File: src/tcc_pkg.sv
package tcc_pkg;

	// Register locations on the 8-bit I/O port.
	localparam logic [3:0] ADDR_CTRL_A   = 4'h0;
	localparam logic [3:0] ADDR_CTRL_B   = 4'h1;
	localparam logic [3:0] ADDR_CNT_LO   = 4'h2;
	localparam logic [3:0] ADDR_CNT_HI   = 4'h3;
	localparam logic [3:0] ADDR_CAP_LO   = 4'h4;
	localparam logic [3:0] ADDR_CAP_HI   = 4'h5;
	localparam logic [3:0] ADDR_CMPA_LO  = 4'h6;
	localparam logic [3:0] ADDR_CMPA_HI  = 4'h7;
	localparam logic [3:0] ADDR_FLAGS    = 4'h8;
	localparam logic [3:0] ADDR_MASK     = 4'h9;
	localparam logic [3:0] ADDR_ACMP     = 4'hA;

	// Field positions.
	localparam int CTRL_B_NF_BIT    = 7;
	localparam int CTRL_B_EDGE_BIT  = 6;
	localparam int CTRL_B_RTG_BIT   = 5;
	localparam int CTRL_B_WGM_HI    = 4;
	localparam int CTRL_B_WGM_LO    = 3;
	localparam int CTRL_B_CS_HI     = 2;
	localparam int CTRL_A_WGM_HI    = 1;
	localparam int FLAG_OVF_BIT     = 0;
	localparam int FLAG_CAP_BIT     = 5;
	localparam int ACMP_SEL_BIT     = 0;

	// Clock select codes.
	localparam logic [2:0] CS_STOP      = 3'h0;
	localparam logic [2:0] CS_SYS       = 3'h1;
	localparam logic [2:0] CS_TAP_BASE  = 3'h2;
	localparam logic [2:0] CS_EXT_FALL  = 3'h6;
	localparam logic [2:0] CS_EXT_RISE  = 3'h7;

	// Count values and reset values.
	localparam logic [15:0] TOP_8BIT    = 16'h00FF;
	localparam logic [15:0] TOP_9BIT    = 16'h01FF;
	localparam logic [15:0] TOP_10BIT   = 16'h03FF;
	localparam logic [15:0] TOP_MAX     = 16'hFFFF;
	localparam logic [15:0] CNT_ZERO    = 16'h0000;
	localparam logic [15:0] CNT_ONE     = 16'h0001;
	localparam logic [7:0]  BYTE_RESET  = 8'h00;
	localparam logic [3:0]  FILT_RESET  = 4'h0;
	localparam logic [3:0]  FILT_ALL1   = 4'hF;

	// Noise filter length in system clock samples.
	localparam int FILTER_SAMPLES = 4;

	// Source of the count top value.
	typedef enum logic [4:0] {
		TCC_TOP_MAX  = 5'b00001,
		TCC_TOP_8    = 5'b00010,
		TCC_TOP_9    = 5'b00100,
		TCC_TOP_10   = 5'b01000,
		TCC_TOP_CMPA = 5'b10000
	} tcc_topsel_t;

	// Count direction, one-hot.
	typedef enum logic [1:0] {
		TCC_DIR_UP   = 2'b01,
		TCC_DIR_DOWN = 2'b10
	} tcc_dir_t;

endpackage

File: src/tcc_timer16.sv
`timescale 1ns/1ns
module tcc_timer16 (
	// Clock and reset
	input  wire logic       clk_sys_i,
	input  wire logic       rst_i,
	// Processor I/O port
	input  wire logic [3:0] io_addr_i,
	input  wire logic       io_wr_i,
	input  wire logic       io_rd_i,
	input  wire logic [7:0] io_wdata_i,
	output logic      [7:0] io_rdata_o,
	// Interrupt service acknowledges
	input  wire logic       capture_irq_ack_i,
	input  wire logic       overflow_irq_ack_i,
	// Tick sources
	input  wire logic [3:0] prescale_taps_i,
	input  wire logic       external_tick_pin_i,
	// Capture sources
	input  wire logic       capture_pin_i,
	input  wire logic       comparator_out_i,
	// Status outputs
	output logic            capture_irq_o,
	output logic            overflow_irq_o,
	output logic            top_o,
	output logic            bottom_o
);

	logic [7:0]  ctrl_a_q, ctrl_b_q, mask_q, acmp_q, temp_q, rdata_q, rdata_d;
	logic [15:0] count_q, capture_q, cmpa_q;
	logic        flag_ovf_q, flag_cap_q;
	tcc_pkg::tcc_dir_t dir_q;
	logic [1:0]  ext_sync_q, cap_sync_q, acmp_sync_q;
	logic        ext_prev_q;
	logic [3:0]  filt_sh_q, filt_win;
	logic        filt_out_q, edge_prev_q;
	logic [3:0]  mode;
	logic [2:0]  cs;
	logic        tick, cap_src, edge_in, cap_evt, retrigger_request, top_hit, bottom_hit;
	logic        cnt_lo_wr, cap_lo_wr, dual, icr_top;
	logic [15:0] top_val;

	function automatic tcc_pkg::tcc_topsel_t f_topsel(input logic [3:0] m);
		case (m)
			4'h1, 4'h5:        f_topsel = tcc_pkg::TCC_TOP_8;
			4'h2, 4'h6:        f_topsel = tcc_pkg::TCC_TOP_9;
			4'h3, 4'h7:        f_topsel = tcc_pkg::TCC_TOP_10;
			4'h4, 4'h9, 4'hB, 4'hF: f_topsel = tcc_pkg::TCC_TOP_CMPA;
			default:           f_topsel = tcc_pkg::TCC_TOP_MAX;
		endcase
	endfunction

	// Modes where the capture register defines top.
	function automatic logic f_icr_top(input logic [3:0] m);
		f_icr_top = (m == 4'h8) || (m == 4'hA) || (m == 4'hC) || (m == 4'hE);
	endfunction

	// Modes that count up then down.
	function automatic logic f_dual(input logic [3:0] m);
		f_dual = (m >= 4'h8 && m <= 4'hB) || (m >= 4'h1 && m <= 4'h3);
	endfunction

	assign mode    = {ctrl_b_q[tcc_pkg::CTRL_B_WGM_HI:tcc_pkg::CTRL_B_WGM_LO],
	                  ctrl_a_q[tcc_pkg::CTRL_A_WGM_HI:0]};
	assign cs      = ctrl_b_q[tcc_pkg::CTRL_B_CS_HI:0];
	assign dual    = f_dual(mode);
	assign icr_top = f_icr_top(mode);

	always_comb begin
		if (icr_top) begin
			top_val = capture_q;
		end else begin
			case (f_topsel(mode))
				tcc_pkg::TCC_TOP_8:    top_val = tcc_pkg::TOP_8BIT;
				tcc_pkg::TCC_TOP_9:    top_val = tcc_pkg::TOP_9BIT;
				tcc_pkg::TCC_TOP_10:   top_val = tcc_pkg::TOP_10BIT;
				tcc_pkg::TCC_TOP_CMPA: top_val = cmpa_q;
				default:               top_val = tcc_pkg::TOP_MAX;
			endcase
		end
	end

	// Pin inputs pass two flip-flops before anything looks at them.
	always_ff @(posedge clk_sys_i) begin
		if (rst_i) begin
			ext_sync_q  <= 2'b00;
			cap_sync_q  <= 2'b00;
			acmp_sync_q <= 2'b00;
			ext_prev_q  <= 1'b0;
		end else begin
			ext_sync_q  <= {ext_sync_q[0], external_tick_pin_i};
			cap_sync_q  <= {cap_sync_q[0], capture_pin_i};
			acmp_sync_q <= {acmp_sync_q[0], comparator_out_i};
			ext_prev_q  <= ext_sync_q[1];
		end
	end

	always_comb begin
		if (cs == tcc_pkg::CS_STOP) begin
			tick = 1'b0;
		end else if (cs == tcc_pkg::CS_SYS) begin
			tick = 1'b1;
		end else if (cs == tcc_pkg::CS_EXT_FALL) begin
			tick = ext_prev_q && !ext_sync_q[1];
		end else if (cs == tcc_pkg::CS_EXT_RISE) begin
			tick = !ext_prev_q && ext_sync_q[1];
		end else begin
			tick = prescale_taps_i[2'(cs - tcc_pkg::CS_TAP_BASE)];
		end
	end

	// Switching the source may itself look like an edge; software clears the flag afterwards.
	assign cap_src = acmp_q[tcc_pkg::ACMP_SEL_BIT] ? acmp_sync_q[1] : cap_sync_q[1];
	// The newest sample joins the three held ones, so the output moves four clocks after its input.
	assign filt_win = {filt_sh_q[2:0], cap_src};

	// The filter runs on every system clock, so the prescaler never slows it.
	always_ff @(posedge clk_sys_i) begin
		if (rst_i) begin
			filt_sh_q  <= tcc_pkg::FILT_RESET;
			filt_out_q <= 1'b0;
		end else begin
			filt_sh_q <= filt_win;
			if (filt_win == tcc_pkg::FILT_ALL1) begin
				filt_out_q <= 1'b1;
			end else if (filt_win == tcc_pkg::FILT_RESET) begin
				filt_out_q <= 1'b0;
			end
		end
	end

	assign edge_in = ctrl_b_q[tcc_pkg::CTRL_B_NF_BIT] ? filt_out_q : cap_src;

	always_ff @(posedge clk_sys_i) begin
		if (rst_i) begin
			edge_prev_q <= 1'b0;
		end else begin
			edge_prev_q <= edge_in;
		end
	end

	// Detector is gated off while the capture register serves as top.
	assign cap_evt = !icr_top && (edge_prev_q != edge_in) &&
	                 (edge_in == ctrl_b_q[tcc_pkg::CTRL_B_EDGE_BIT]);
	assign retrigger_request        = cap_evt && ctrl_b_q[tcc_pkg::CTRL_B_RTG_BIT];
	assign top_hit    = (count_q == top_val) || retrigger_request;
	assign bottom_hit = (count_q == tcc_pkg::CNT_ZERO);
	assign top_o      = top_hit;
	assign bottom_o   = bottom_hit;

	assign cnt_lo_wr = io_wr_i && (io_addr_i == tcc_pkg::ADDR_CNT_LO);
	assign cap_lo_wr = io_wr_i && (io_addr_i == tcc_pkg::ADDR_CAP_LO) && icr_top;

	always_ff @(posedge clk_sys_i) begin
		if (rst_i) begin
			ctrl_a_q <= tcc_pkg::BYTE_RESET;
			ctrl_b_q <= tcc_pkg::BYTE_RESET;
			mask_q   <= tcc_pkg::BYTE_RESET;
			acmp_q   <= tcc_pkg::BYTE_RESET;
		end else if (io_wr_i) begin
			if (io_addr_i == tcc_pkg::ADDR_CTRL_A) begin
				ctrl_a_q <= io_wdata_i;
			end else if (io_addr_i == tcc_pkg::ADDR_CTRL_B) begin
				ctrl_b_q <= io_wdata_i;
			end else if (io_addr_i == tcc_pkg::ADDR_MASK) begin
				mask_q <= io_wdata_i;
			end else if (io_addr_i == tcc_pkg::ADDR_ACMP) begin
				acmp_q <= io_wdata_i;
			end
		end
	end

	// One holding register shared by all sixteen-bit locations.
	always_ff @(posedge clk_sys_i) begin
		if (rst_i) begin
			temp_q <= tcc_pkg::BYTE_RESET;
		end else if (io_wr_i && (io_addr_i == tcc_pkg::ADDR_CNT_HI ||
		             io_addr_i == tcc_pkg::ADDR_CAP_HI || io_addr_i == tcc_pkg::ADDR_CMPA_HI)) begin
			temp_q <= io_wdata_i;
		end else if (io_rd_i && io_addr_i == tcc_pkg::ADDR_CNT_LO) begin
			temp_q <= count_q[15:8];
		end else if (io_rd_i && io_addr_i == tcc_pkg::ADDR_CAP_LO) begin
			temp_q <= capture_q[15:8];
		end
		// Low-byte writes leave the holding register untouched.
	end

	always_ff @(posedge clk_sys_i) begin
		if (rst_i) begin
			cmpa_q <= tcc_pkg::TOP_MAX;
		end else if (io_wr_i && io_addr_i == tcc_pkg::ADDR_CMPA_LO) begin
			cmpa_q <= {temp_q, io_wdata_i};
		end
	end

	// Count and direction.
	always_ff @(posedge clk_sys_i) begin
		if (rst_i) begin
			count_q <= tcc_pkg::CNT_ZERO;
			dir_q   <= tcc_pkg::TCC_DIR_UP;
		end else if (cnt_lo_wr) begin
			count_q <= {temp_q, io_wdata_i};
		end else if (tick) begin
			if (!dual) begin
				count_q <= top_hit ? tcc_pkg::CNT_ZERO : count_q + tcc_pkg::CNT_ONE;
			end else begin
				case (dir_q)
					tcc_pkg::TCC_DIR_UP: begin
						if (top_hit) begin
							dir_q   <= tcc_pkg::TCC_DIR_DOWN;
							count_q <= count_q - tcc_pkg::CNT_ONE;
						end else begin
							count_q <= count_q + tcc_pkg::CNT_ONE;
						end
					end
					default: begin
						if (bottom_hit) begin
							dir_q   <= tcc_pkg::TCC_DIR_UP;
							count_q <= count_q + tcc_pkg::CNT_ONE;
						end else begin
							count_q <= count_q - tcc_pkg::CNT_ONE;
						end
					end
				endcase
			end
		end
	end

	always_ff @(posedge clk_sys_i) begin
		if (rst_i) begin
			capture_q <= tcc_pkg::CNT_ZERO;
		end else if (cap_lo_wr) begin
			capture_q <= {temp_q, io_wdata_i};
		end else if (cap_evt) begin
			capture_q <= count_q;
		end
	end

	// Flags: a set in the same cycle as a clear wins.
	always_ff @(posedge clk_sys_i) begin
		if (rst_i) begin
			flag_cap_q <= 1'b0;
			flag_ovf_q <= 1'b0;
		end else begin
			if (cap_evt) begin
				flag_cap_q <= 1'b1;
			end else if (capture_irq_ack_i ||
			             (io_wr_i && io_addr_i == tcc_pkg::ADDR_FLAGS && io_wdata_i[tcc_pkg::FLAG_CAP_BIT])) begin
				flag_cap_q <= 1'b0;
			end
			if (tick && !cnt_lo_wr && ((!dual && top_hit) ||
			    (dual && dir_q == tcc_pkg::TCC_DIR_DOWN && bottom_hit))) begin
				flag_ovf_q <= 1'b1;
			end else if (overflow_irq_ack_i ||
			             (io_wr_i && io_addr_i == tcc_pkg::ADDR_FLAGS && io_wdata_i[tcc_pkg::FLAG_OVF_BIT])) begin
				flag_ovf_q <= 1'b0;
			end
		end
	end

	assign capture_irq_o  = flag_cap_q && mask_q[tcc_pkg::FLAG_CAP_BIT];
	assign overflow_irq_o = flag_ovf_q && mask_q[tcc_pkg::FLAG_OVF_BIT];

	always_comb begin
		rdata_d = tcc_pkg::BYTE_RESET;
		if (io_addr_i == tcc_pkg::ADDR_CTRL_A) begin
			rdata_d = ctrl_a_q;
		end else if (io_addr_i == tcc_pkg::ADDR_CTRL_B) begin
			rdata_d = ctrl_b_q;
		end else if (io_addr_i == tcc_pkg::ADDR_CNT_LO) begin
			rdata_d = count_q[7:0];
		end else if (io_addr_i == tcc_pkg::ADDR_CNT_HI || io_addr_i == tcc_pkg::ADDR_CAP_HI) begin
			rdata_d = temp_q;
		end else if (io_addr_i == tcc_pkg::ADDR_CAP_LO) begin
			rdata_d = capture_q[7:0];
		end else if (io_addr_i == tcc_pkg::ADDR_CMPA_LO) begin
			rdata_d = cmpa_q[7:0];
		end else if (io_addr_i == tcc_pkg::ADDR_CMPA_HI) begin
			rdata_d = cmpa_q[15:8];
		end else if (io_addr_i == tcc_pkg::ADDR_FLAGS) begin
			rdata_d[tcc_pkg::FLAG_CAP_BIT] = flag_cap_q;
			rdata_d[tcc_pkg::FLAG_OVF_BIT] = flag_ovf_q;
		end else if (io_addr_i == tcc_pkg::ADDR_MASK) begin
			rdata_d = mask_q;
		end else if (io_addr_i == tcc_pkg::ADDR_ACMP) begin
			rdata_d = acmp_q;
		end
	end

	always_ff @(posedge clk_sys_i) begin
		if (rst_i) begin
			rdata_q <= tcc_pkg::BYTE_RESET;
		end else if (io_rd_i) begin
			rdata_q <= rdata_d;
		end
	end

	assign io_rdata_o = rdata_q;
endmodule

File: config.mk
export PLATFORM = sky130hd
export DESIGN_NAME = tcc_timer16
export DESIGN_NICKNAME = d
export VERILOG_FILES = /design/src/tcc_pkg.sv /design/src/tcc_timer16.sv
export SDC_FILE = /design/constraint.sdc
export NUM_CORES = 1
export LEC_CHECK = 0
export BUFFER_PORTS_ARGS = -buffer_cell sky130_fd_sc_hd__buf_2
export CORE_ASPECT_RATIO = 1.1
export CORE_MARGIN = 8
export CORE_UTILIZATION = 55
export DETAILED_ROUTE_END_ITERATION = 8
export GPL_ROUTABILITY_DRIVEN = 0
export PLACE_DENSITY_LB_ADDON = 0.1
export SLEW_MARGIN = 20
export SYNTH_ARGS = -nofsm -noshare
export SYNTH_HDL_FRONTEND = slang
export SYNTH_SLANG_ARGS = --single-unit
export TNS_END_PERCENT = 30
File: constraint.sdc
create_clock -name clk_sys_i -period 4.3 [get_ports clk_sys_i]
set_input_delay 0.645 -clock clk_sys_i [delete_from_list [all_inputs] [get_ports clk_sys_i]]
set_output_delay 0.645 -clock clk_sys_i [all_outputs]
set_load 0.005 [all_outputs]
* After elaboration in Yosys (flattened, before gate mapping)
Memories as Yosys holds them, arrays and structs flattened.
Cells that the tools add are included.
** Operators by class
- Reductions and logical operators :: 55
- Magnitude comparators :: 5
- Bitwise gates (word level) :: 4
- Equal/unequal tests :: 28
- Muxes and demuxes :: 45
- Add/subtract/negate cells :: 3
** Operator list (number)
- $mux W16 :: 10
- $mux W8 :: 12
- $pmux W16 S4 :: 1
- $eq A4 B4 Y1 const B :: 8
- $logic_and A1 B1 Y1 :: 24
- $add A16 B1 Y16 const B :: 1
- $eq A16 B16 Y1 :: 1
- $eq A4 B3 Y1 const B :: 4
- $logic_not A16 Y1 :: 1
- $sub A16 B1 Y16 const B :: 1
- $mux W1 :: 15
- $reduce_bool A2 Y1 :: 6
- $logic_or A1 B1 Y1 :: 10
- $reduce_and A5 Y1 :: 2
- $eq A4 B2 Y1 const B :: 2
- $logic_not A4 Y1 :: 2
- $mux W2 :: 4
- $eq A3 B3 Y1 const B :: 2
- $eq A5 B2 Y1 const B :: 1
- $eq A5 B3 Y1 const B :: 1
- $eq A5 B4 Y1 const B :: 1
- $eq A5 B5 Y1 const B :: 1
- $logic_not A1 Y1 :: 5
- $mux W5 :: 1
- other kinds (21) :: 24
** Word-level totals
- Memories :: 1
- Flip-flop bits (word level) :: 112
- Output and inout port bits :: 12
- Bits in read-only memories :: 80
** Memories
- (no name shown) :: words 16, width 5, read ports 1, clocked after memory_dff 0, wr ports 0, line tcc_timer16.sv:43 : case (m)

* Depth between registers and ports, before layout
Gate-level depths: netlist of run 1.
- Word-level depth :: 15
- Gate-level depth with buffers :: 15
- Mapped depth without buffers :: 11

* Worst setup path after synthesis of run 1
No wires, ideal clock.
- Path kind :: reg-to-output
- From :: register ctrl_a_q[1]
- To :: output top_o
- Cell stages (with the launch flop) :: 11
- Data arrival time :: 2.480 ns
- Setup slack :: 1.175 ns
- Buffers on the path :: 2
- Required time :: 3.655 ns
- Cell sequence :: dfxtp_1 > buf_6 > or4b_4 > nor2_2 > a21oi_1 > xor2_1 > or4_4 > nor4_2 > nor2_1 > inv_1 > buf_2
** On the way
- Longest elaborated chain between the ends :: 9
- Elaborated cells between the ends (all ways) :: 21
** Ends and longest elaborated chain
- from (decl) :: line tcc_timer16.sv:28 : logic [7:0] ctrl_a_q, ctrl_b_q, mask_q, acmp_q, temp_q, rdata_q, rdata_d;
- from (signal assigned) :: line tcc_timer16.sv:155 : ctrl_a_q <= tcc_pkg::BYTE_RESET;
- from (signal assigned) :: line tcc_timer16.sv:161 : ctrl_a_q <= io_wdata_i;
- branches (longest 8 deep; another with $mem_v2 Z16 W5)
- $logic_or A1 B1 Y1 * :: line tcc_timer16.sv:145 : assign top_hit = (count_q == top_val) || retrigger_request;
- to (decl) :: line tcc_timer16.sv:24 : output logic top_o,
Mark *: on every way between the ends. The select of a mux whose other input is x is not followed.

* Worst setup path after layout of run 1
- From :: register ctrl_b_q[3]
- To :: output top_o
** On the way
- Longest elaborated chain between the ends :: 9
- Elaborated cells between the ends (all ways) :: 21
** Ends and longest elaborated chain
- from (decl) :: line tcc_timer16.sv:28
- from (signal assigned) :: line tcc_timer16.sv:156 : ctrl_b_q <= tcc_pkg::BYTE_RESET;
- from (signal assigned) :: line tcc_timer16.sv:163 : ctrl_b_q <= io_wdata_i;
- branches (longest 8 deep; another with $mem_v2 Z16 W5)
- $logic_or A1 B1 Y1 * :: line tcc_timer16.sv:145
Marks and branches as above.

==> metrics.yaml, run 1 <==
outcome:
  status: "complete, no violations"
clock_network:
  insertion_delay_ns: 0.36
  clock-sinks: 112
  cts_setup_buffers: 0
  htree_num_levels: 3
  cts_tree: "yes"
  cts_hold_buf: 0
  numCtsBuffers: 9
  cts_resized: 0
  clkTransAtPathRegs_ns: 0.08
  cts_root_buf: "clkbuf_16"
  cts_buffer_depth: 2
route:
  wl_um: 24200
  via_count: 7202
  drc_errors: 0
  first_pass_iters: 9
  routedWlPerCell_um: 22.8
  viasPerCell: 6.80
  drt-initial-drc-count: 874
  antenna_left: 0
critical_path:
  arrival_ns: 3.39
  start_kind: "flop"
  crit_chain: "nor2b_4, o22ai_1, mux2i_1, a22o_1, or4_4, nor4_4, nor2_1, inv_1, buf_2"
  critPathKind: "reg -> out"
  reg2reg_depth: 12
  path_max_fanout: 15
  cp_top_family: "simple AND/OR/NAND/NOR gates"
  timing.rr.end: "count_q[9]$_SDFFE_PP0P_"
  crit_buf_inv: 2
  rrSetupSlack_ns: 0.55
  path_depth: 9
  r2r_start: "ctrl_b_q[3]$_SDFFE_PP0P_"
  required_ns: 3.65
  worstSetupEndpointType: "primary output"
  cp_slowest_cell: "dfxtp_1"
  cpPeakStageDelay_ns: 0.61
logic_synthesis:
  synth_top_area_share_pct: 32.0
  synth_area_leaders: "dfxtp_1 32%, mux2i_1 6.1%, nor2_1 5.8%"
  ys_seq_area_share_pct: 32.0
  yosysTopAreaCell: "dfxtp_1"
  ys_types: 72
  async_reset_ff_share_pct: 0
  syn_area_per_cell_sq_um: 7.59
  synth-seq-cells: 112
  netlist_instances: 923
  syn-cell-area_sq_um: 7000
  syn_nets: 951
  yosys_warnings: 0
  synth_enable_flop_cells: 0
  synth-main-ff-cell: "dfxtp_1"
pwr:
  ir_drop_mv: 0.240
  powerDensity_nw_per_um2: 300
  p_leak_nw: 2.74
timing:
  hold_violations: 0
  timing.final.crit_share_pct: 93.8
  finalSetupViolCount: 0
  slew_violations: 0
  slew_headroom_pct: 30.8
  fin_skew_ns: 0.0106
  period_needed_ns: 4.03
  max_freq_mhz: 248
  rsz0062_at_grt: "false"
  worst_pin_slew_ns: 1.03
  tns_ns: 0
placement:
  portBuffers: 36
  post-dp-hpwl_um: 17000
  dp.cells: 1042
die:
  core_sq_um: 12500
  die_area_sq_um: 16600
  start_util_pct: 55.9
  ios: 37
  rows: 43
  fp.dieH_um: 134
  die_w_um: 124
min_path:
  hold_path.class: "reg -> reg"
  worstHoldPathCells: 1
  min_from: "ext_sync_q[0]$_SDFF_PP0_"
  hold-path-endpoint: "ext_sync_q[1]$_SDFF_PP0_"
finish:
  layout-drive-gt1-share_pct: 9.98
  multi_input_area_sq_um: 4360
  utilization_pct: 59.4
  antenna_cells: 0
  seq_area_sq_um: 2240
  layout.cells.non_filler: 1059
  fill_cells: 1185
  syn_to_final_growth_pct: 6.31
  nets: 925
global_routing:
  grt_pass1_vias: 6775
  grtUsageTotal_pct: 29.2
  grt_start_max_net_pins: 81
  grt_pass1_wl_um: 37900
  antenna_found_initial: 0
  grt_overflow_total: 0
job:
  cap_viol_max_count: 0
## cells by family (layout without fill, tap and decap cells)
| group | Yosys count | count (layout) | share of synthesized area, % |
|---|---|---|---|
| adders and majority gates | 3 | 3 | 0.536 |
| and+or+nand+nor | 391 | 392 | 27.3 |
| DFF | 112 | 112 | 32.0 |
| buffers and inverters | 104 | 82 | 6.09 |
| xor gates and xnor gates | 33 | 33 | 4.13 |
| AOI/OAI and AO/OA | 233 | 233 | 23.0 |
| muxes | 47 | 47 | 6.95 |
## layer usage
metal	track usage (%)	up-vias	share of wire (%)
met5	0	-	0
met4	15.6	0	4.9
met3	7.15	91	10
met2	44.1	473	45
met1	37.3	3371	40
li1	-	3267	-
## worst reg2reg max path, cell delays in order, from the launching register on
cell and delay, ns:
dfxtp_1 0.61, nor2b_4 0.35, o22ai_1 0.15, mux2i_1 0.16, a22o_1 0.25, or4_4 0.54
nor4_4 0.42, nor2_1 0.10, inv_1 0.27, buf_4 0.23, nor2_1 0.08, a221oi_1 0.33
o22ai_1 0.13
## Yosys cell counts (3+ instances only)
library cell  instances
dfxtp_1             112
nor2_1              109
nand2_1             100
clkbuf_1             68
a21oi_1              49
mux2i_1              43
nand3_1              39
a211oi_1             31
nor3_1               28
o21ai_0              22
o22ai_1              22
a22oi_1              21
nand2b_1             20
nand3b_1             20
xnor2_1              20
nor2b_1              18
and3_1               13
inv_1                13
xor2_1               13
a221oi_1             10
a31oi_1              10
buf_1                 8
buf_2                 8
a32oi_1               7
and2_1                7
a21o_1                6
a22o_1                6
a311oi_1              6
a32o_1                6
nand4_1               5
nor4_1                5
o21ai_1               5
or2_2                 5
or3_1                 5
a222oi_1              4
o31ai_1               4
ha_1                  3
mux2_2                3
nor3b_1               3
o21bai_1              3
or4_1                 3
## layout by cell type, fill, tap and decap left out, types with 4 or more instances in the layout
master and instances:
buf_4 16, a311oi_1 6, o21ai_0 22, a32oi_1 7, nor2_1 109, nand3_1 39, inv_1 13, nand4_1 5
xor2_1 13, xnor2_1 20, clkbuf_16 9, dfxtp_1 110, and2_1 7, o31ai_1 4, or3_1 5, a211oi_1 31
a32o_1 6, a22o_1 6, a222oi_1 4, a21oi_1 48, a221oi_1 10, o21ai_1 5, nor2b_1 18, mux2i_1 43
nor4_1 4, nand2b_1 20, nand2_1 100, clkinv_4 4, o22ai_1 22, nor3_1 28, buf_2 35, or2_2 5
and3_1 13, a22oi_1 21, a31oi_1 10, nand3b_1 20, a21o_1 6
## power by group
part           total, W  switching [W]  internal, W
sequential      0.00110      0.0000407      0.00106
clock          0.000837       0.000431     0.000407
combinational  0.000296       0.000189     0.000108
total           0.00223       0.000660      0.00157
## area by class of cell
cell class | instances | area share, %
clock buffers | 9 | 3.03
clock inverters | 7 | 0.874
inverters | 15 | 0.756
multi-input cells | 708 | 58.6
flip-flops and latches | 112 | 30.2
well taps | 157 | 2.64
repair buffers | 51 | 3.97
## per-stage QoR
| step | instance area [sq um] | total power [W] | hold WS (ns) | setup WS (ns) |
|---|---|---|---|---|
| after floorplan | 7000 | 0.00132 | 0.414 | 1.18 |
| after detailed placement | 7130 | 0.00141 | 0.433 | 0.362 |
| after global routing | 7440 | 0.00231 | 0.474 | 0.0640 |
| after CTS | 7420 | 0.00223 | 0.458 | 0.0141 |
| after global placement | 7130 | 0.00140 | 0.421 | 0.525 |
| final | 7440 | 0.00223 | 0.449 | 0.268 |
## registers in the layout, summed over array words and instances, names as in the netlist
| signal | count |
|---|---|
| mask_q | 8 |
| filt_out_q | 1 |
| ctrl_a_q | 8 |
| cap_sync_q | 2 |
| flag_ovf_q | 1 |
| acmp_sync_q | 2 |
| dir_q | 2 |
| filt_sh_q | 3 |
| flag_cap_q | 1 |
| ext_sync_q | 2 |
| edge_prev_q | 1 |
| ctrl_b_q | 8 |
| temp_q | 8 |
| cmpa_q | 16 |
| count_q | 16 |
| capture_q | 16 |
| io_rdata_o | 8 |
| ext_prev_q | 1 |
| acmp_q | 8 |
## worst max path at each step
stage                                   startpoint                 endpoint
final                     ctrl_b_q[3]$_SDFFE_PP0P_                    top_o
after global routing      ctrl_b_q[3]$_SDFFE_PP0P_                    top_o
after floorplan           ctrl_a_q[1]$_SDFFE_PP0P_                    top_o
after CTS                 ctrl_a_q[0]$_SDFFE_PP0P_                    top_o
after global placement    ctrl_b_q[3]$_SDFFE_PP0P_                    top_o
after detailed placement  ctrl_a_q[0]$_SDFFE_PP0P_  count_q[9]$_SDFFE_PP0P_
No activity file was read; power rests on OpenSTA's default activity.
==> run 2, diff against run 1 <==
Settings changed: PLACE_DENSITY set to 0.81, PLACE_DENSITY_LB_ADDON 0.1 to unset.
==> run 2 against run 1 <==
  * The flow now finishes with violations (DRC)
  * Worst setup slack improved by 0.026 ns
  * Clock power rose by 6.0%
  * Die area did not move
  * Sequential share of layout area fell by 0.15 points
  * Clock-buffer cell count rose by 1
  * Total power rose by 2.2%
  * Sequential power barely moved
  * Hold slack got worse by 0.0019 ns
  * First-iteration DRC count rose by 32%
  * Non-clock buffer count rose by 5
  * Highest routed layer unchanged
==> metrics.yaml, run 2 (synthesis results as in run 1) <==
die:
  ios: 37  # unchanged
  start_util_pct: 55.9  # unchanged
  core_sq_um: 12500  # unchanged
  fp.dieH_um: 134  # unchanged
  die_w_um: 124  # unchanged
  rows: 43  # unchanged
  die_area_sq_um: 16600  # unchanged
finish:
  layout-drive-gt1-share_pct: 10.4  # +0.40 points
  layout.cells.non_filler: 1063  # +0.38%
  nets: 929  # +0.43%
  layout_common_cells: "110 x dfxtp_1, 109 x nor2_1, 100 x nand2_1, 48 x a21oi_1, 43 x mux2i_1"
  top_regs: "capture_q (16), cmpa_q (16), count_q (16)"
  layout_commonest_cell: "dfxtp_1"
  antenna_cells: 0  # unchanged
  fill_cells: 1163  # -1.9%
  syn_to_final_growth_pct: 6.83
clock_network:
  clock-sinks: 112  # unchanged
  insertion_delay_ns: 0.37  # about the same
  cts_setup_buffers: 0  # unchanged
  htree_num_levels: 3  # unchanged
  clkTransAtPathRegs_ns: 0.08  # about the same
  cts_hold_buf: 0  # unchanged
  cts_tree: "yes"
  numCtsBuffers: 9  # unchanged
  cts_buffer_depth: 2  # unchanged
  cts_root_buf: "clkbuf_16"
outcome:
  status: "finished, violations left"
  violations: "DRC"
route:
  viasPerCell: 6.78  # -0.36%
  drc_errors: 16  # +16
  first_pass_iters: 9  # unchanged
  wl_um: 22900  # -5.2%
  antenna_left: 0  # unchanged
  via_count: 7203  # +0.014%
  drt-initial-drc-count: 1151  # +32%
  routedWlPerCell_um: 21.6  # -5.6%
critical_path:
  start_kind: "flop"
  critPathKind: "reg -> out"
  arrival_ns: 3.36  # -0.03 ns
  path_max_fanout: 20  # +5
  worstSetupEndpointType: "primary output"
  required_ns: 3.65  # about the same
global_routing:
  grtUsageTotal_pct: 27.8  # -1.4 points
  grt_overflow_total: 0  # unchanged
  antenna_found_initial: 0  # unchanged
  grt_pass1_vias: 6675  # -1.5%
  grt_pass1_wl_um: 36100  # -4.8%
  grt_start_max_net_pins: 79  # -2.5%
timing:
  worst_pin_slew_ns: 0.939  # -0.0947 ns
  hold_violations: 0  # unchanged
  period_needed_ns: 4.01  # -0.0261 ns
  slew_violations: 0  # unchanged
  finalSetupViolCount: 0  # unchanged
  max_freq_mhz: 250  # +0.65%
  tns_ns: 0  # unchanged
  timing.final.crit_share_pct: 93.2  # -0.61 points
  rsz0062_at_grt: "false"
  whs_ns: 0.447  # -0.00191 ns
  fin_skew_ns: 0.0126  # +0.00196 ns
  slew_headroom_pct: 37.2  # +6.3 points
placement:
  post-dp-hpwl_um: 15600  # -7.9%
  portBuffers: 36  # unchanged
  dp.cells: 1047  # +0.48%
pwr:
  total_power_w: 0.00228  # +2.2%
  powerDensity_nw_per_um2: 305  # +1.7%
  p_leak_nw: 2.76  # +0.63%
  ir_drop_mv: 0.252  # +5.1%
min_path:
  hold_path.class: "reg -> reg"
job:
  cap_viol_max_count: 0  # unchanged
## run 2: final timing paths
path	startpoint	end	slack [ns]	cells after the start
setup / recovery	ctrl_a_q[1]$_SDFFE_PP0P_	top_o	0.29	9
hold / removal	acmp_sync_q[0]$_SDFF_PP0_	acmp_sync_q[1]$_SDFF_PP0_	0.45	1
setup reg to reg	ctrl_a_q[1]$_SDFFE_PP0P_	count_q[3]$_SDFFE_PP0P_	0.66	11
hold reg to reg	acmp_sync_q[0]$_SDFF_PP0_	acmp_sync_q[1]$_SDFF_PP0_	0.45	1
## run 2: per-stage QoR
step | utilization (%) | instance area (sq um) | setup slack, ns
final | 59.7 | 7480 | 0.294
after detailed placement | 57.2 | 7170 | 0.559
after global routing | 59.7 | 7480 | 0.127
after CTS | 59.6 | 7480 | 0.153
after global placement | 57.2 | 7170 | 0.623
after floorplan | - | 7000 | 1.18
## run 2: report_power, final
group          internal, W  switching [W]
combinational     0.000110       0.000188
sequential         0.00106      0.0000374
clock             0.000431       0.000456
## run 2: cell type report
type	count	area [sq um]	area share, %
Sequential cell	112	2240	30.0
Inverter	15	56.3	0.753
Timing Repair Buffer	56	333	4.45
Clock buffer	10	239	3.20
Clock inverter	6	67.6	0.903
Multi-Input combinational cell	707	4340	58.1
Tap cell	157	196	2.63
## run 2: critical path, stage by stage, from the launching register on
cell and delay [ns]:
dfxtp_1 0.44, nor2b_4 0.42, o22ai_1 0.17, xnor2_1 0.15, mux2_2 0.27, or4_1 0.58
nor4_2 0.40, nor2_1 0.10, inv_1 0.28, buf_2 0.18
## run 2: timing repair
item                                    in CTS  in global routing
endpoints found under the setup margin       0                  1
gates resized for setup                      0                  2
endpoints found under the hold margin        0                  0
## run 2: routing by layer
layer | part of all wire, % | track usage, % | wire (um) | vias up
li1 | - | - | - | 3286
met1 | 39 | 35.9 | 9020 | 3289
met2 | 43 | 40.1 | 9790 | 501
met3 | 11 | 7.69 | 2630 | 127
met4 | 6.4 | 16.5 | 1470 | 0
met5 | 0 | 0 | 0 | -
==> run 3, diff against run 2 <==
Settings changed: ABC_AREA set to 1.
==> run 3 against run 2 <==
  * The run now ends clean
  * Sequential share of layout area rose by 1.2 points
  * Clock skew fell by 0.0032 ns
  * Flip-flop and latch count did not move
  * Area after synthesis fell by 4.6%
  * Routed wire length fell by 10%
  * Core utilization rose by 0.59 points
  * Clock power fell by 4.5%
  * Clock-buffer cell count did not move
  * Via count fell by 1.3%
  * Global-route usage fell by 2.1 points
  * Synthesized cell count rose by 11%
  * Critical path type unchanged
  * Critical endpoint unchanged
  * Largest power group unchanged
==> metrics.yaml, run 3 <==
outcome:
  status: "complete, no violations"
finish:
  layout_commonest_cell: "nand2_1"
  nets: 1063  # +14%
  syn_to_final_growth_pct: 7.66
  antenna_cells: 0  # unchanged
  utilization_pct: 60.3  # +0.59 points
  top_regs: "capture_q (16), cmpa_q (16), count_q (16)"
  layout-drive-gt1-share_pct: 8.46  # -1.9 points
  layout_common_cells: "201 x nand2_1, 138 x inv_1, 112 x dfxtp_1, 111 x nor2_1, 99 x a21oi_1"
clock_network:
  clkTransAtPathRegs_ns: 0.08  # about the same
  cts_hold_buf: 0  # unchanged
  cts_root_buf: "clkbuf_16"
  insertion_delay_ns: 0.37  # about the same
  cts_buffer_depth: 2  # unchanged
  clock-sinks: 112  # unchanged
  htree_num_levels: 3  # unchanged
  numCtsBuffers: 9  # unchanged
  cts_setup_buffers: 0  # unchanged
  cts_resized: 0  # unchanged
  cts_tree: "yes"
die:
  ios: 37  # unchanged
  fp.dieH_um: 132  # -2.1%
  start_util_pct: 56.0  # +0.11 points
  core_sq_um: 11900  # -4.8%
  die_area_sq_um: 15900  # -4.1%
  die_w_um: 121  # -2.0%
  rows: 42  # -2.3%
logic_synthesis:
  yosysTopAreaCell: "dfxtp_1"
  syn_nets: 1054  # +11%
  synth_commonest_cells: "201 x nand2_1, 138 x inv_1, 112 x dfxtp_1, 111 x nor2_1, 99 x a21oi_1"
  syn-cell-area_sq_um: 6680  # -4.6%
  async_reset_ff_share_pct: 0  # unchanged
  synth_enable_flop_cells: 0  # unchanged
  synth_top_area_share_pct: 33.6  # +1.6 points
  netlist_instances: 1026  # +11%
  yosysMostFrequentCell: "nand2_1"
  ys_types: 45  # -38%
  yosys_warnings: 0  # unchanged
  synth-seq-cells: 112  # unchanged
  synth_area_leaders: "dfxtp_1 34%, nand2_1 11%, inv_1 7.8%"
  synth-main-ff-cell: "dfxtp_1"
  syn_area_per_cell_sq_um: 6.51  # -14%
  ys_seq_area_share_pct: 33.6  # +1.6 points
timing:
  slew_violations: 0  # unchanged
  max_freq_mhz: 300  # +20%
  slew_headroom_pct: 32.5  # -4.7 points
  whs_ns: 0.403  # -0.0440 ns
  worst_pin_slew_ns: 1.01  # +0.0727 ns
  tns_ns: 0  # unchanged
  hold_violations: 0  # unchanged
  rsz0062_at_grt: "false"
  period_needed_ns: 3.33  # -0.676 ns
  fin_skew_ns: 0.00934  # -0.00322 ns
  finalSetupViolCount: 0  # unchanged
  timing.final.crit_share_pct: 77.4  # -16 points
critical_path:
  worstSetupEndpointType: "primary output"
  path_max_fanout: 22  # +10%
  arrival_ns: 2.68  # -0.68 ns
  critPathKind: "reg -> out"
  required_ns: 3.65  # about the same
  start_kind: "flop"
global_routing:
  grt_pass1_vias: 6452  # -3.3%
  grt_start_max_net_pins: 64  # -19%
  grt_pass1_wl_um: 32900  # -8.9%
  grt_overflow_total: 0  # unchanged
  grtUsageTotal_pct: 25.7  # -2.1 points
  antenna_found_initial: 0  # unchanged
route:
  antenna_left: 0  # unchanged
  routedWlPerCell_um: 17.3  # -20%
  viasPerCell: 5.95  # -12%
  via_count: 7110  # -1.3%
  drt-initial-drc-count: 808  # -30%
  drc_errors: 0  # -16
  first_pass_iters: 8  # -1
  wl_um: 20600  # -10%
pwr:
  powerDensity_nw_per_um2: 314  # +2.9%
  p_leak_nw: 3.08  # +12%
  ir_drop_mv: 0.205  # -19%
placement:
  post-dp-hpwl_um: 15300  # -2.0%
  portBuffers: 36  # unchanged
min_path:
  hold_path.class: "reg -> reg"
job:
  cap_viol_max_count: 0  # unchanged
-- run 3: metal layers --
| layer | track usage [%] | wire length [um] |
|---|---|---|
| met2 | 40.0 | 9240 |
| met5 | 0 | 0 |
| met1 | 32.1 | 8320 |
| met4 | 15.7 | 1180 |
| met3 | 4.80 | 1890 |
-- run 3: kinds of logic (layout without fill, tap and decap cells) --
kind of cell	count (synthesis)	count (layout)	share of synthesized area, %
buf+inv	190	204	11.2
fa+ha+maj	3	3	0.562
compound gates	276	276	24.0
simple gates	420	420	27.4
xor+xnor	25	25	3.28
flops	112	112	33.6
-- run 3: layout make-up --
class	count	area, sq um
Clock inverter	6	58.8
Sequential cell	112	2240
Fill cell	1152	4740
Inverter	147	554
Timing Repair Buffer	41	218
Multi-Input combinational cell	724	3680
Clock buffer	10	239
Tap cell	154	193
-- run 3: path summary, 6_finish.rpt --
path / start / endpoint / slack (ns) / depth (start not counted)
setup / recovery: ctrl_a_q[0]$_SDFFE_PP0P_ / top_o / 0.97 / 13
hold reg to reg: cap_sync_q[0]$_SDFF_PP0_ / cap_sync_q[1]$_SDFF_PP0_ / 0.40 / 2
hold / removal: cap_sync_q[0]$_SDFF_PP0_ / cap_sync_q[1]$_SDFF_PP0_ / 0.40 / 2
setup reg to reg: ctrl_a_q[0]$_SDFFE_PP0P_ / flag_ovf_q$_SDFFE_PP0P_ / 1.44 / 14
-- run 3: worst max-delay path, stage by stage (launching register included) --
cell	delay, ns
dfxtp_1	0.43
inv_2	0.09
nand2_2	0.31
inv_1	0.24
nor2_1	0.15
nand4_1	0.12
nand3_1	0.10
nand2_1	0.06
nor2_1	0.08
nand2_1	0.07
nor2_2	0.14
nand3_4	0.16
nand2_4	0.22
buf_2	0.16
-- run 3: report_power, final --
group | internal (W) | switching [W] | total (W)
sequential | 0.00108 | 0.0000307 | 0.00111
combinational | 0.0000964 | 0.000208 | 0.000304
clock | 0.000423 | 0.000423 | 0.000847
total | 0.00160 | 0.000662 | 0.00226
-- run 3: metrics by stage --
stage / total power (W) / setup slack [ns] / cells / instance area, sq um
floorplan: 0.00133 / 2.00 / 1026 / 6680
global placement: 0.00142 / 1.31 / 1178 / 6890
CTS: 0.00226 / 1.00 / 1194 / 7190
global route: 0.00234 / 0.758 / 1194 / 7190
finish: 0.00226 / 0.971 / 1194 / 7190
detailed placement: 0.00142 / 1.24 / 1178 / 6890
